**src/sss_pkg.sv**
```systemverilog
package sss_pkg;

	// Register byte offsets on the bus
	localparam logic [7:0] OFS_CONTROL_ONE = 8'h00;
	localparam logic [7:0] OFS_STATUS      = 8'h04;
	localparam logic [7:0] OFS_BUFFER      = 8'h08;
	localparam logic [7:0] OFS_IRQ_STATUS  = 8'h0c;
	localparam logic [7:0] OFS_IRQ_ENABLE  = 8'h10;
	localparam logic [7:0] OFS_IRQ_CLEAR   = 8'h14;

	// Field positions
	localparam int unsigned CTL_WRITE_COLLISION_FLAG_BIT = 7;
	localparam int unsigned CTL_OVF_BIT  = 6;
	localparam int unsigned STA_SMP_BIT  = 7;
	localparam int unsigned STA_CKE_BIT  = 6;
	localparam int unsigned STA_BF_BIT   = 0;
	localparam int unsigned IRQ_RX_BIT   = 0;
	localparam int unsigned IRQ_WRITE_COLLISION_FLAG_BIT = 1;
	localparam int unsigned IRQ_OVF_BIT  = 2;
	localparam int unsigned IRQ_W        = 3;

	// Reset values
	localparam logic [7:0]       CTL_RESET = 8'h00;
	localparam logic [7:0]       BUF_RESET = 8'h00;
	localparam logic [IRQ_W-1:0] IRQ_RESET = 3'h0;

	// Transfer shape
	localparam int unsigned WORD_BITS   = 8;
	localparam logic [4:0]  LAST_EDGE   = 5'h10;
	localparam logic [3:0]  FULL_COUNT  = 4'h8;

	// Master half-period counts in system clocks
	localparam logic [7:0] HALF_DIV4  = 8'h02;
	localparam logic [7:0] HALF_DIV16 = 8'h08;
	localparam logic [7:0] HALF_DIV64 = 8'h20;

	// Port mode field
	typedef enum logic [3:0] {
		MODE_M_DIV4   = 4'h0,
		MODE_M_DIV16  = 4'h1,
		MODE_M_DIV64  = 4'h2,
		MODE_M_TIMER  = 4'h3,
		MODE_S_SEL    = 4'h4,
		MODE_S_NOSEL  = 4'h5
	} sss_mode_e;

	// Control register one layout
	typedef struct packed {
		logic       write_collision_flag;
		logic       ovf;
		logic       en;
		logic       ckp;
		logic [3:0] mode;
	} sss_ctrl_s;

	// Transfer engine states
	typedef enum logic [1:0] {
		ST_IDLE = 2'b00,
		ST_RUN  = 2'b01,
		ST_DONE = 2'b11
	} sss_state_e;

endpackage : sss_pkg

```
**src/sss_sync.sv**
```systemverilog
`timescale 1ns/1ps
module sss_sync #(
	parameter int unsigned W = 1
) (
	input  wire logic         i_sys_clk,
	input  wire logic         i_resetn,
	input  wire logic [W-1:0] i_async,
	output logic      [W-1:0] o_sync
);
	logic [W-1:0] q1;
	logic [W-1:0] q2;
	logic [W-1:0] q3;
	logic [W-1:0] next_sync;

	// A bit moves only once stages two and three agree
	always_comb begin
		for (int i = 0; i < W; i++) begin
			next_sync[i] = (q2[i] == q3[i]) ? q3[i] : o_sync[i];
		end
	end

	// Stage one feeds stage two only
	always_ff @(posedge i_sys_clk) begin
		if (!i_resetn) begin
			q1     <= '0;
			q2     <= '0;
			q3     <= '0;
			o_sync <= '0;
		end else begin
			q1     <= i_async;
			q2     <= q1;
			q3     <= q2;
			o_sync <= next_sync;
		end
	end
endmodule : sss_sync

```
**src/sss_tick_gen.sv**
```systemverilog
`timescale 1ns/1ps
module sss_tick_gen #(
	parameter int unsigned W = 8
) (
	input  wire logic         i_sys_clk,
	input  wire logic         i_resetn,
	input  wire logic         i_run,
	input  wire logic [W-1:0] i_half,
	output logic              o_tick
);
	logic [W-1:0] cnt;
	logic [W-1:0] next_cnt;
	logic         next_tick;

	// One pulse per half period of the serial clock
	always_comb begin
		next_cnt  = '0;
		next_tick = 1'b0;
		if (i_run) begin
			if (cnt >= i_half - W'(1)) begin
				next_tick = 1'b1;
			end else begin
				next_cnt = cnt + W'(1);
			end
		end
	end

	always_ff @(posedge i_sys_clk) begin
		if (!i_resetn) begin
			cnt    <= '0;
			o_tick <= 1'b0;
		end else begin
			cnt    <= next_cnt;
			o_tick <= next_tick;
		end
	end
endmodule : sss_tick_gen

```
**src/sss_spi_port.sv**
```systemverilog
// Decided for this implementation: the Avalon-MM slave port and the placing of the registers.
`timescale 1ns/1ps
module sss_spi_port #(
	parameter logic [7:0] TIMER_HALF = 8'h80
) (
	input  wire logic        i_sys_clk,
	input  wire logic        i_resetn,
	input  wire logic [7:0]  i_avs_address,
	input  wire logic        i_avs_read,
	input  wire logic        i_avs_write,
	input  wire logic [31:0] i_avs_writedata,
	input  wire logic [3:0]  i_avs_byteenable,
	output logic      [31:0] o_avs_readdata,
	output logic             o_avs_waitrequest,
	input  wire logic        i_sck,
	output logic             o_sck,
	output logic             o_sck_oe,
	input  wire logic        i_sdi,
	output logic             o_sdo,
	output logic             o_sdo_oe,
	input  wire logic        i_ss_n,
	output logic             o_irq
);
	import sss_pkg::*;

	// Mode decode shared by several paths
	function automatic logic is_spi_code(input logic [3:0] m);
		return m <= MODE_S_NOSEL;
	endfunction : is_spi_code

	function automatic logic is_master_code(input logic [3:0] m);
		return m <= MODE_M_TIMER;
	endfunction : is_master_code

	sss_ctrl_s          ctl;
	sss_ctrl_s          next_ctl;
	logic               sample_phase_select;
	logic               next_smp;
	logic               cke;
	logic               next_cke;
	logic               bf;
	logic               next_bf;
	logic [7:0]         buffer;
	logic [7:0]         next_buffer;
	logic [7:0]         tx_sr;
	logic [7:0]         next_tx_sr;
	logic [7:0]         rx_sr;
	logic [7:0]         next_rx_sr;
	logic [3:0]         samp_cnt;
	logic [3:0]         next_samp_cnt;
	logic [4:0]         edge_cnt;
	logic [4:0]         next_edge_cnt;
	logic               sck_q;
	logic               next_sck_q;
	logic               sck_prev;
	sss_state_e         state;
	sss_state_e         next_state;
	logic [IRQ_W-1:0]   irq_sta;
	logic [IRQ_W-1:0]   next_irq_sta;
	logic [IRQ_W-1:0]   irq_en;
	logic [IRQ_W-1:0]   next_irq_en;
	logic               ack;
	logic               next_ack;
	logic [31:0]        rdata;
	logic [31:0]        next_rdata;
	logic [2:0]         pins_s;
	logic               sck_s;
	logic               sdi_s;
	logic               ss_n_s;
	logic               tick;
	logic [7:0]         half;
	logic               spi_on;
	logic               master;
	logic               slave;
	logic               selected;
	logic               ev;
	logic [4:0]         t;
	logic               samp_ev;
	logic               out_ev;
	logic               wr_buf;
	logic               rd_buf;
	logic               wr_ok;
	logic               set_write_collision_flag;
	logic               set_ovf;
	logic               set_rx;

	// Pins from the other party cross into the system clock
	sss_sync #(.W(3)) u_sync (
		.i_sys_clk (i_sys_clk),
		.i_resetn  (i_resetn),
		.i_async   ({i_sck, i_sdi, i_ss_n}),
		.o_sync    (pins_s)
	);
	assign sck_s  = pins_s[2];
	assign sdi_s  = pins_s[1];
	assign ss_n_s = pins_s[0];

	// Master bit rate from the mode code
	always_comb begin
		unique case (ctl.mode)
			MODE_M_DIV4:  half = HALF_DIV4;
			MODE_M_DIV16: half = HALF_DIV16;
			MODE_M_DIV64: half = HALF_DIV64;
			default:      half = TIMER_HALF;
		endcase
	end

	sss_tick_gen #(.W(8)) u_tick (
		.i_sys_clk (i_sys_clk),
		.i_resetn  (i_resetn),
		.i_run     (master && state == ST_RUN),
		.i_half    (half),
		.o_tick    (tick)
	);

	// Role and event decode
	assign spi_on   = ctl.en && is_spi_code(ctl.mode);
	assign master   = spi_on && is_master_code(ctl.mode);
	assign slave    = spi_on && !is_master_code(ctl.mode);
	assign selected = (ctl.mode != MODE_S_SEL) || !ss_n_s;
	assign ev       = master ? tick : (slave && selected && sck_s != sck_prev && state != ST_DONE);
	assign t        = edge_cnt + 5'h01;
	// Sample edge is opposite the output edge; master end sampling moves it one half later, onto the output edge
	assign samp_ev  = ev && (t[0] == (cke ^ (master && sample_phase_select))) && !(t == 5'h01 && !cke);
	assign out_ev   = ev && (cke ? !t[0] : (t[0] && t != 5'h01));
	assign wr_buf   = ack && i_avs_write && i_avs_address == OFS_BUFFER && i_avs_byteenable[0];
	assign rd_buf   = ack && i_avs_read && i_avs_address == OFS_BUFFER;
	assign wr_ok    = wr_buf && state == ST_IDLE && edge_cnt == 5'h00;
	assign set_write_collision_flag = wr_buf && !wr_ok;
	assign set_ovf  = state == ST_DONE && bf && slave;
	assign set_rx   = state == ST_DONE;

	// Transfer engine
	always_comb begin
		next_state    = state;
		next_tx_sr    = tx_sr;
		next_rx_sr    = rx_sr;
		next_samp_cnt = samp_cnt;
		next_edge_cnt = edge_cnt;
		next_sck_q    = sck_q;
		next_buffer   = buffer;
		next_bf       = bf;
		if (wr_ok) begin
			next_buffer = i_avs_writedata[7:0];
			next_tx_sr  = i_avs_writedata[7:0];
			if (master) begin
				next_state = ST_RUN;
			end
		end
		if (ev) begin
			next_edge_cnt = t;
			if (master && t <= LAST_EDGE) begin
				next_sck_q = !sck_q;
			end
			if (slave) begin
				next_state = ST_RUN;
			end
			if (out_ev) begin
				next_tx_sr = {tx_sr[6:0], 1'b0};
			end
			if (samp_ev) begin
				next_rx_sr    = {rx_sr[6:0], sdi_s};
				next_samp_cnt = samp_cnt + 4'h1;
			end
			// Wait for the last clock edge, not just the last sample
			if (next_samp_cnt == FULL_COUNT && t >= LAST_EDGE) begin
				next_state    = ST_DONE;
				next_edge_cnt = '0;
				next_samp_cnt = '0;
			end
		end
		if (state == ST_DONE) begin
			next_state = ST_IDLE;
			if (!set_ovf) begin
				next_buffer = rx_sr;
			end
			next_bf = 1'b1;
		end else if (rd_buf) begin
			next_bf = 1'b0;
		end
		// Deselect or leaving SPI aborts a partial byte
		if (!spi_on || (slave && !selected)) begin
			next_state    = ST_IDLE;
			next_edge_cnt = '0;
			next_samp_cnt = '0;
		end
		if (!master || state == ST_IDLE) begin
			next_sck_q = ctl.ckp;
		end
	end

	always_ff @(posedge i_sys_clk) begin
		if (!i_resetn) begin
			state    <= ST_IDLE;
			tx_sr    <= BUF_RESET;
			rx_sr    <= BUF_RESET;
			samp_cnt <= '0;
			edge_cnt <= '0;
			sck_q    <= 1'b0;
			sck_prev <= 1'b0;
			buffer   <= BUF_RESET;
			bf       <= 1'b0;
		end else begin
			state    <= next_state;
			tx_sr    <= next_tx_sr;
			rx_sr    <= next_rx_sr;
			samp_cnt <= next_samp_cnt;
			edge_cnt <= next_edge_cnt;
			sck_q    <= next_sck_q;
			sck_prev <= sck_s;
			buffer   <= next_buffer;
			bf       <= next_bf;
		end
	end

	// Register file and bus answer; one wait state per access
	always_comb begin
		next_ctl     = ctl;
		next_smp     = sample_phase_select;
		next_cke     = cke;
		next_irq_en  = irq_en;
		next_irq_sta = irq_sta;
		next_ack     = (i_avs_read || i_avs_write) && !ack;
		next_rdata   = rdata;
		if (ack && i_avs_write && i_avs_byteenable[0]) begin
			unique case (i_avs_address)
				OFS_CONTROL_ONE: next_ctl = sss_ctrl_s'(i_avs_writedata[7:0]);
				OFS_STATUS: begin
					next_smp = i_avs_writedata[STA_SMP_BIT];
					next_cke = i_avs_writedata[STA_CKE_BIT];
				end
				OFS_IRQ_ENABLE:  next_irq_en  = i_avs_writedata[IRQ_W-1:0];
				OFS_IRQ_CLEAR:   next_irq_sta = irq_sta & ~i_avs_writedata[IRQ_W-1:0];
				default:         next_ctl = ctl;
			endcase
		end
		// Hardware sets win over a clear in the same cycle
		if (set_write_collision_flag) begin
			next_ctl.write_collision_flag               = 1'b1;
			next_irq_sta[IRQ_WRITE_COLLISION_FLAG_BIT]  = 1'b1;
		end
		if (set_ovf) begin
			next_ctl.ovf                = 1'b1;
			next_irq_sta[IRQ_OVF_BIT]   = 1'b1;
		end
		if (set_rx) begin
			next_irq_sta[IRQ_RX_BIT]    = 1'b1;
		end
		if (next_ack && i_avs_read) begin
			next_rdata = '0;
			unique case (i_avs_address)
				OFS_CONTROL_ONE: next_rdata[7:0] = ctl;
				OFS_STATUS:      next_rdata[7:0] = {sample_phase_select, cke, 5'h00, bf};
				OFS_BUFFER:      next_rdata[7:0] = buffer;
				OFS_IRQ_STATUS:  next_rdata[IRQ_W-1:0] = irq_sta;
				OFS_IRQ_ENABLE:  next_rdata[IRQ_W-1:0] = irq_en;
				default:         next_rdata = '0;
			endcase
		end
	end

	always_ff @(posedge i_sys_clk) begin
		if (!i_resetn) begin
			ctl     <= sss_ctrl_s'(CTL_RESET);
			sample_phase_select     <= 1'b0;
			cke     <= 1'b0;
			irq_en  <= IRQ_RESET;
			irq_sta <= IRQ_RESET;
			ack     <= 1'b0;
			rdata   <= '0;
		end else begin
			ctl     <= next_ctl;
			sample_phase_select     <= next_smp;
			cke     <= next_cke;
			irq_en  <= next_irq_en;
			irq_sta <= next_irq_sta;
			ack     <= next_ack;
			rdata   <= next_rdata;
		end
	end

	// Outputs; data out only drives while this end may talk
	assign o_avs_readdata    = rdata;
	assign o_avs_waitrequest = (i_avs_read || i_avs_write) && !ack;
	assign o_sck             = sck_q;
	assign o_sck_oe          = master;
	assign o_sdo             = tx_sr[WORD_BITS-1];
	assign o_sdo_oe          = master || (slave && selected);
	assign o_irq             = |(irq_sta & irq_en);
endmodule : sss_spi_port

```
**config.mk**
```make
export PLATFORM = sky130hd
export DESIGN_NAME = sss_spi_port
export DESIGN_NICKNAME = d
export VERILOG_FILES = /design/src/sss_pkg.sv /design/src/sss_sync.sv /design/src/sss_tick_gen.sv /design/src/sss_spi_port.sv
export SDC_FILE = /design/constraint.sdc
export NUM_CORES = 1
export LEC_CHECK = 0
export BUFFER_PORTS_ARGS = -buffer_cell sky130_fd_sc_hd__buf_2
export CORE_ASPECT_RATIO = 1.25
export CORE_MARGIN = 5
export CORE_UTILIZATION = 45
export DETAILED_ROUTE_END_ITERATION = 8
export PLACE_DENSITY = 0.74
export SYNTH_ARGS = -nofsm -noshare
export SYNTH_HDL_FRONTEND = slang
export SYNTH_SLANG_ARGS = --single-unit
```
**constraint.sdc**
```tcl
create_clock -name i_sys_clk -period 3.2 [get_ports i_sys_clk]
set_input_delay 0.16 -clock i_sys_clk [delete_from_list [all_inputs] [get_ports i_sys_clk]]
set_output_delay 0.16 -clock i_sys_clk [all_outputs]
set_load 0.02 [all_outputs]
```
-- After elaboration in Yosys (flattened, before gate mapping)
Index checks and enable logic that the tools add are counted.
- reduce and logical (&&, ||, !) cells: 75
- add/subtract/negate cells: 4
- bitwise gates (word level): 6
- mux-type cells: 35
- eq/ne operators: 19
- magnitude comparators: 5
- operator list (operator ; number):
    8-bit 2-to-1 mux ; 8
    1-bit logical AND ; 29
    8-bit one-hot mux with 3 select lines ; 1
    2-bit AND reduction ; 11
    2-bit nonzero test ; 11
    8-bit by 4-bit equality test with 1-bit output (second input constant) ; 2
    8-bit by 5-bit equality test with 1-bit output (second input constant) ; 2
    3-bit one-hot mux with 5 select lines ; 1
    5-bit one-hot mux with 3 select lines ; 1
    1-bit 2-to-1 mux ; 13
    4-bit 2-to-1 mux ; 3
    1-bit logical NOT ; 11
    2-bit 2-to-1 mux ; 5
    3-bit OR reduction ; 3
    8-bit by 1-bit adder with 8-bit output (second input constant) ; 1
    8-bit by 3-bit equality test with 1-bit output (second input constant) ; 1
    8-bit >= comparator ; 1
    8-bit logical NOT ; 1
    8-bit by 1-bit subtractor with 8-bit output (second input constant) ; 1
    3-bit AND ; 2
    3-bit 2-to-1 mux ; 2
    5-bit by 1-bit adder with 5-bit output (second input constant) ; 1
    5-bit by 1-bit equality test with 1-bit output (second input constant) ; 1
    5-bit >= comparator (second input constant) ; 1
    other kinds (23) ; 31
- input bits: 51
- output and inout bits: 38
- flip-flop bits (word level): 84
- logic and storage cells: 174

-- Depth between registers and ports, before layout
- depth after elaboration: 15
- depth in mapped cells: 11
- mapped depth without buffers: 10

-- By module
From an unflattened synthesis, not the netlist that was laid out.
- cells, all modules: 482
- area total of the unflattened synthesis: 4383.0 µm²
- modules (own cells, without submodules) (module ; seq. area each (µm²) ; area each (µm²) ; cells each ; instances):
    sss_spi_port ; 1261.2 ; 3342.0 ; 381 ; 1
    sss_tick_gen ; 180.2 ; 673.1 ; 70 ; 1
    sss_sync ; 240.2 ; 367.9 ; 31 ; 1

-- Worst setup path before layout
No wires, ideal clock.
- kind: register to register
- start: reg ctl[3] (netlist name)
- end: reg u_tick.cnt[2]
- library setup time: 0.121 ns
- cell stages (with the launch flop): 11
- data required time: 3.079 ns
- path buffers: 1
- data arrival time: 1.917 ns
- period minus slack after synthesis: 2.039 ns
- slack: 1.161 ns
- cell sequence: dfxtp_1 buf_2 nor3_1 nand2b_1 ha_1 xnor2_1 ha_1 nand2_1 o21ai_0 o21a_1 nor2_1
- word-level cells in the longest chain between the ends: 6
- elaborated cells on any way between the ends: 13
- classes of those cells: add/sub: 1; order compare: 3; eq/ne: 2; mux: 1; bitwise: 1; reduce/logical: 5
- ends and longest elaborated chain (item ; RTL line ; RTL):
    from (decl) ; sss_spi_port.sv:35 ; sss_ctrl_s ctl;
    from (signal assigned) ; sss_spi_port.sv:264 ; ctl <= sss_ctrl_s'(CTL_RESET);
    from (signal assigned) ; sss_spi_port.sv:272 ; ctl <= next_ctl;
    parallel branches: the longest is 5 deep, another holds 8-bit by 1-bit subtractor with 8-bit output ; -- ;
    3-bit OR reduction (no line) (*) ; -- ;
    to (signal assigned) ; sss_tick_gen.sv:33 ; cnt <= next_cnt;
    to (decl) ; sss_tick_gen.sv:11 ; logic [W-1:0] cnt;
Mark *: on every way between the ends.
A chain may end at the register's enable or synchronous reset.

-- Worst setup path after layout
- start: reg ctl[3] (netlist name)
- end: reg u_tick.cnt[6]
Same word-level chain as after synthesis.

==> flow_metrics.env <==
export IMPL_outcome="finished, final reports clean"
export IMPL_rsz0062_at_grt="no"
export IMPL_ys_warnings_count=0
export IMPL_reg2reg_from="ctl[3]$_SDFFE_PN0P_"
export IMPL_synth_area_sq_mm=0.00413
export IMPL_hold_start="i_sdi"
export IMPL_synth_seq_cells=84
export IMPL_rr_endpoint="u_tick.cnt[6]$_SDFF_PP0_"
export IMPL_ys_flop_type="dfxtp_1"
export IMPL_dr_pass1_iters=5
export IMPL_clockBufferDepth=2
export IMPL_grt_pass1_wl_mm=14.9
export IMPL_critPathLaunchType="flip-flop"
export IMPL_synth_edff_count=0
export IMPL_crit_arrival_ns=2.56
export IMPL_port_buffers=37
export IMPL_postCtsHoldBufs=0
export IMPL_finalNonFillerCells=634
export IMPL_ioPinCount=89
export IMPL_place_area_sq_mm=0.00430
export IMPL_fin_area_sq_mm=0.00463
export IMPL_cp_end_kind="flip-flop"
export IMPL_grt_use_total_pct=17.0
export IMPL_syn2layout_area_growth_pct=12.2
export IMPL_power_internal_mw=1.84
export IMPL_postRouteAntennaNets=0
export IMPL_swShare_pct=20.7
export IMPL_synthCells=476
export IMPL_p_per_area_mw_per_mm2=502
export IMPL_min_to="u_sync.q1[1]$_SDFF_PN0_"
export IMPL_power_frac_clock_pct=50.2
export IMPL_irDropWorstVdd_mv=0.300
export IMPL_yosysSeqAreaShare_pct=40.8
export IMPL_hold_viol=0
export IMPL_r2r_cells=10
export IMPL_cts_reportedPaths_clkPinSlew_ns=0.06
export IMPL_gp_congestion=0.853
export IMPL_yosysUniqueCellTypes=53
export IMPL_cts_resized=0
export IMPL_grt_pass1_vias=3224
export IMPL_post_route_min_period_ns=2.29
export IMPL_avgSynthCellArea_sq_um=8.67
export IMPL_crit_slowest_cell="dfxtp_1"
export IMPL_die_area_sq_mm=0.0112
export IMPL_hpwl_mm=6.61
export IMPL_fin_nets=571
export IMPL_crit_family="compound AO/OA/AOI/OAI gates"
export IMPL_cp_cell_sequence="nor3_1, nand2b_1, inv_1, ha_1, a21o_1, a21o_1, a21oi_1, o21ai_0, o21a_1, nor2_1"
export IMPL_cts_tree="yes"
export IMPL_fin_crit_sh_pct=71.6
export IMPL_slew_viol_final=0
export IMPL_required_ns=3.47
export IMPL_p_comb_share_pct=4.3
export IMPL_grt_antenna_before_repair=0
export IMPL_insertion_delay_ns=0.34
export IMPL_wl_per_cell_um=14.3
export IMPL_cts_root_buffer="clkbuf_16"
export IMPL_postCtsSetupRepairBufs=0
export IMPL_vias=3418
export IMPL_core_region_area_sq_mm=0.00908
export IMPL_maxCapViolations=0
export IMPL_drc=0
export IMPL_htree_levels=3
export IMPL_worst_setup_path_type="reg2reg"
export IMPL_path_buf_inv=1
export IMPL_power_leakage_nw=1.80
export IMPL_tns_ns=0
export IMPL_final_core_util_pct=51.0
export IMPL_diodes=0
export IMPL_grt_max_degree=39
export IMPL_initial_core_util_pct=45.5
export IMPL_synthArstFlopShare_pct=0
export IMPL_rows=39
export IMPL_viasPerCell=5.39
export IMPL_layout_setup_ws_ns=0.908
export IMPL_skew_ns=0.00585
export IMPL_drive_gt1_share_pct=13.1
export IMPL_hold_ws_ns=0.0274
export IMPL_setup_viol=0
export IMPL_worstMarginPinSlew_ns=0.998
export IMPL_overflow=0
export IMPL_worstPathMaxFanout=9
export IMPL_die_w_um=95.7
export IMPL_placed_cells=618
export IMPL_clock_sinks=84
export IMPL_min_path_cells=2
export IMPL_power_total_mw=2.32
export IMPL_cpPeakStageDelay_ns=0.39
export IMPL_die_h_um=117
export IMPL_fmax_mhz=436
export IMPL_holdCritPathClass="in2reg"
export IMPL_path_common_cell="a21o_1"
export IMPL_worstSetupPathDepth=10
export IMPL_wl_mm=9.07
export IMPL_cts_buffers=9
export IMPL_place_worst_setup_slack_ns=0.904
export IMPL_first_iter_violations=148
export IMPL_seqPwrFrac_pct=45.5
export IMPL_ff2ff_setup_slack_ns=0.91
export IMPL_slew_headroom_pct=33.4
export IMPL_p_sw_mw=0.480
-- layout make-up --
cell class / instances / area (sq um)
fill: 850 / 4450
sequential: 84 / 1680
tap: 123 / 154
inverter: 10 / 37.5
clock inverter: 4 / 97.6
timing repair buffer: 39 / 200
multi-input combinational: 362 / 2220
clock buffer: 12 / 236
-- routing by layer --
layer | track usage, % | vias up | share of wire (%)
met5 | 0 | - | 0
met4 | 8.16 | 0 | 2.2
met3 | 4.48 | 17 | 4.7
met2 | 29.9 | 98 | 52
met1 | 19.0 | 1632 | 41
li1 | - | 1671 | -
-- sequential cells by signal, indices dropped and copies added (netlist names), 2 cells and up --
register	count
rx_sr	8
irq_en	3
samp_cnt	4
u_sync.q1	3
state	2
ctl	8
u_tick.cnt	8
u_sync.q3	3
irq_sta	3
buffer	8
edge_cnt	5
u_sync.q2	3
u_sync.o_sync	3
o_avs_readdata	8
tx_sr	8
-- placed cells by master (no fill, tap or decap), types with 3 or more instances in the layout --
cell type / Yosys / final
a31oi_1: 16 / 16
a22oi_1: 9 / 9
mux2_2: 3 / 3
nand3_1: 18 / 18
clkbuf_16: 0 / 9
o21ai_0: 29 / 29
and3_1: 4 / 4
ha_1: 14 / 14
nor2_1: 46 / 46
conb_1: 2 / 25
buf_2: 3 / 37
xnor2_1: 7 / 7
inv_1: 10 / 10
clkbuf_1: 13 / 3
a21o_1: 3 / 3
nor2b_1: 3 / 3
a21oi_1: 29 / 29
nor3_1: 6 / 6
and2_1: 15 / 15
mux2i_1: 17 / 17
nand2b_1: 6 / 6
and3b_1: 3 / 3
xor2_1: 10 / 10
nand2_1: 62 / 62
bufinv_16: 0 / 3
nand4_1: 3 / 3
dfxtp_1: 84 / 84
-- kinds of logic after synthesis --
logic type / after synthesis / share of synthesized area [%]
xor gates and xnor gates: 17 / 3.61
buffers and inverters: 53 / 7.46
adders and majority gates: 14 / 4.25
AOI/OAI and AO/OA: 103 / 16.1
DFF: 84 / 40.8
other: 2 / 0.182
muxes: 20 / 4.94
and+or+nand+nor: 183 / 22.7
-- synthesized netlist by cell type (4+ instances only) --
library cell	n	area (sq um)
dfxtp_1	84	1680
nand2_1	62	233
nor2_1	46	173
a21oi_1	29	145
o21ai_0	29	145
buf_4	26	195
nand3_1	18	90.1
mux2i_1	17	170
a31oi_1	16	100
and2_1	15	93.8
ha_1	14	175
clkbuf_1	13	48.8
inv_1	10	37.5
xor2_1	10	87.6
a22oi_1	9	67.6
xnor2_1	7	61.3
nand2b_1	6	37.5
nor3_1	6	30.0
and3_1	4	25.0
-- worst max-delay path by stage --
stage                     slack (ns)                  endpoint                start
after floorplan                 1.16  u_tick.cnt[2]$_SDFF_PP0_  ctl[3]$_SDFFE_PN0P_
after global placement          0.93       ctl[7]$_SDFFE_PN0P_     i_avs_address[7]
after detailed placement        0.90       ctl[7]$_SDFFE_PN0P_     i_avs_address[7]
after CTS                       0.91  u_tick.cnt[6]$_SDFF_PP0_  ctl[3]$_SDFFE_PN0P_
after global routing            0.69  u_tick.cnt[6]$_SDFF_PP0_  ctl[3]$_SDFFE_PN0P_
final                           0.91  u_tick.cnt[6]$_SDFF_PP0_  ctl[3]$_SDFFE_PN0P_
-- power by group through the flow --
| stage | Clock, mW | Combinational [mW] | Sequential (mW) |
|---|---|---|---|
| after global routing | 1.23 | 0.110 | 1.06 |
| after CTS | 1.18 | 0.0986 | 1.06 |
| final | 1.17 | 0.0998 | 1.06 |
| after detailed placement | 0 | 0.0983 | 1.08 |
| after floorplan | 0 | 0.0849 | 1.08 |
| after global placement | 0 | 0.0973 | 1.08 |
Note: power is estimated with default switching activity, not from simulation.
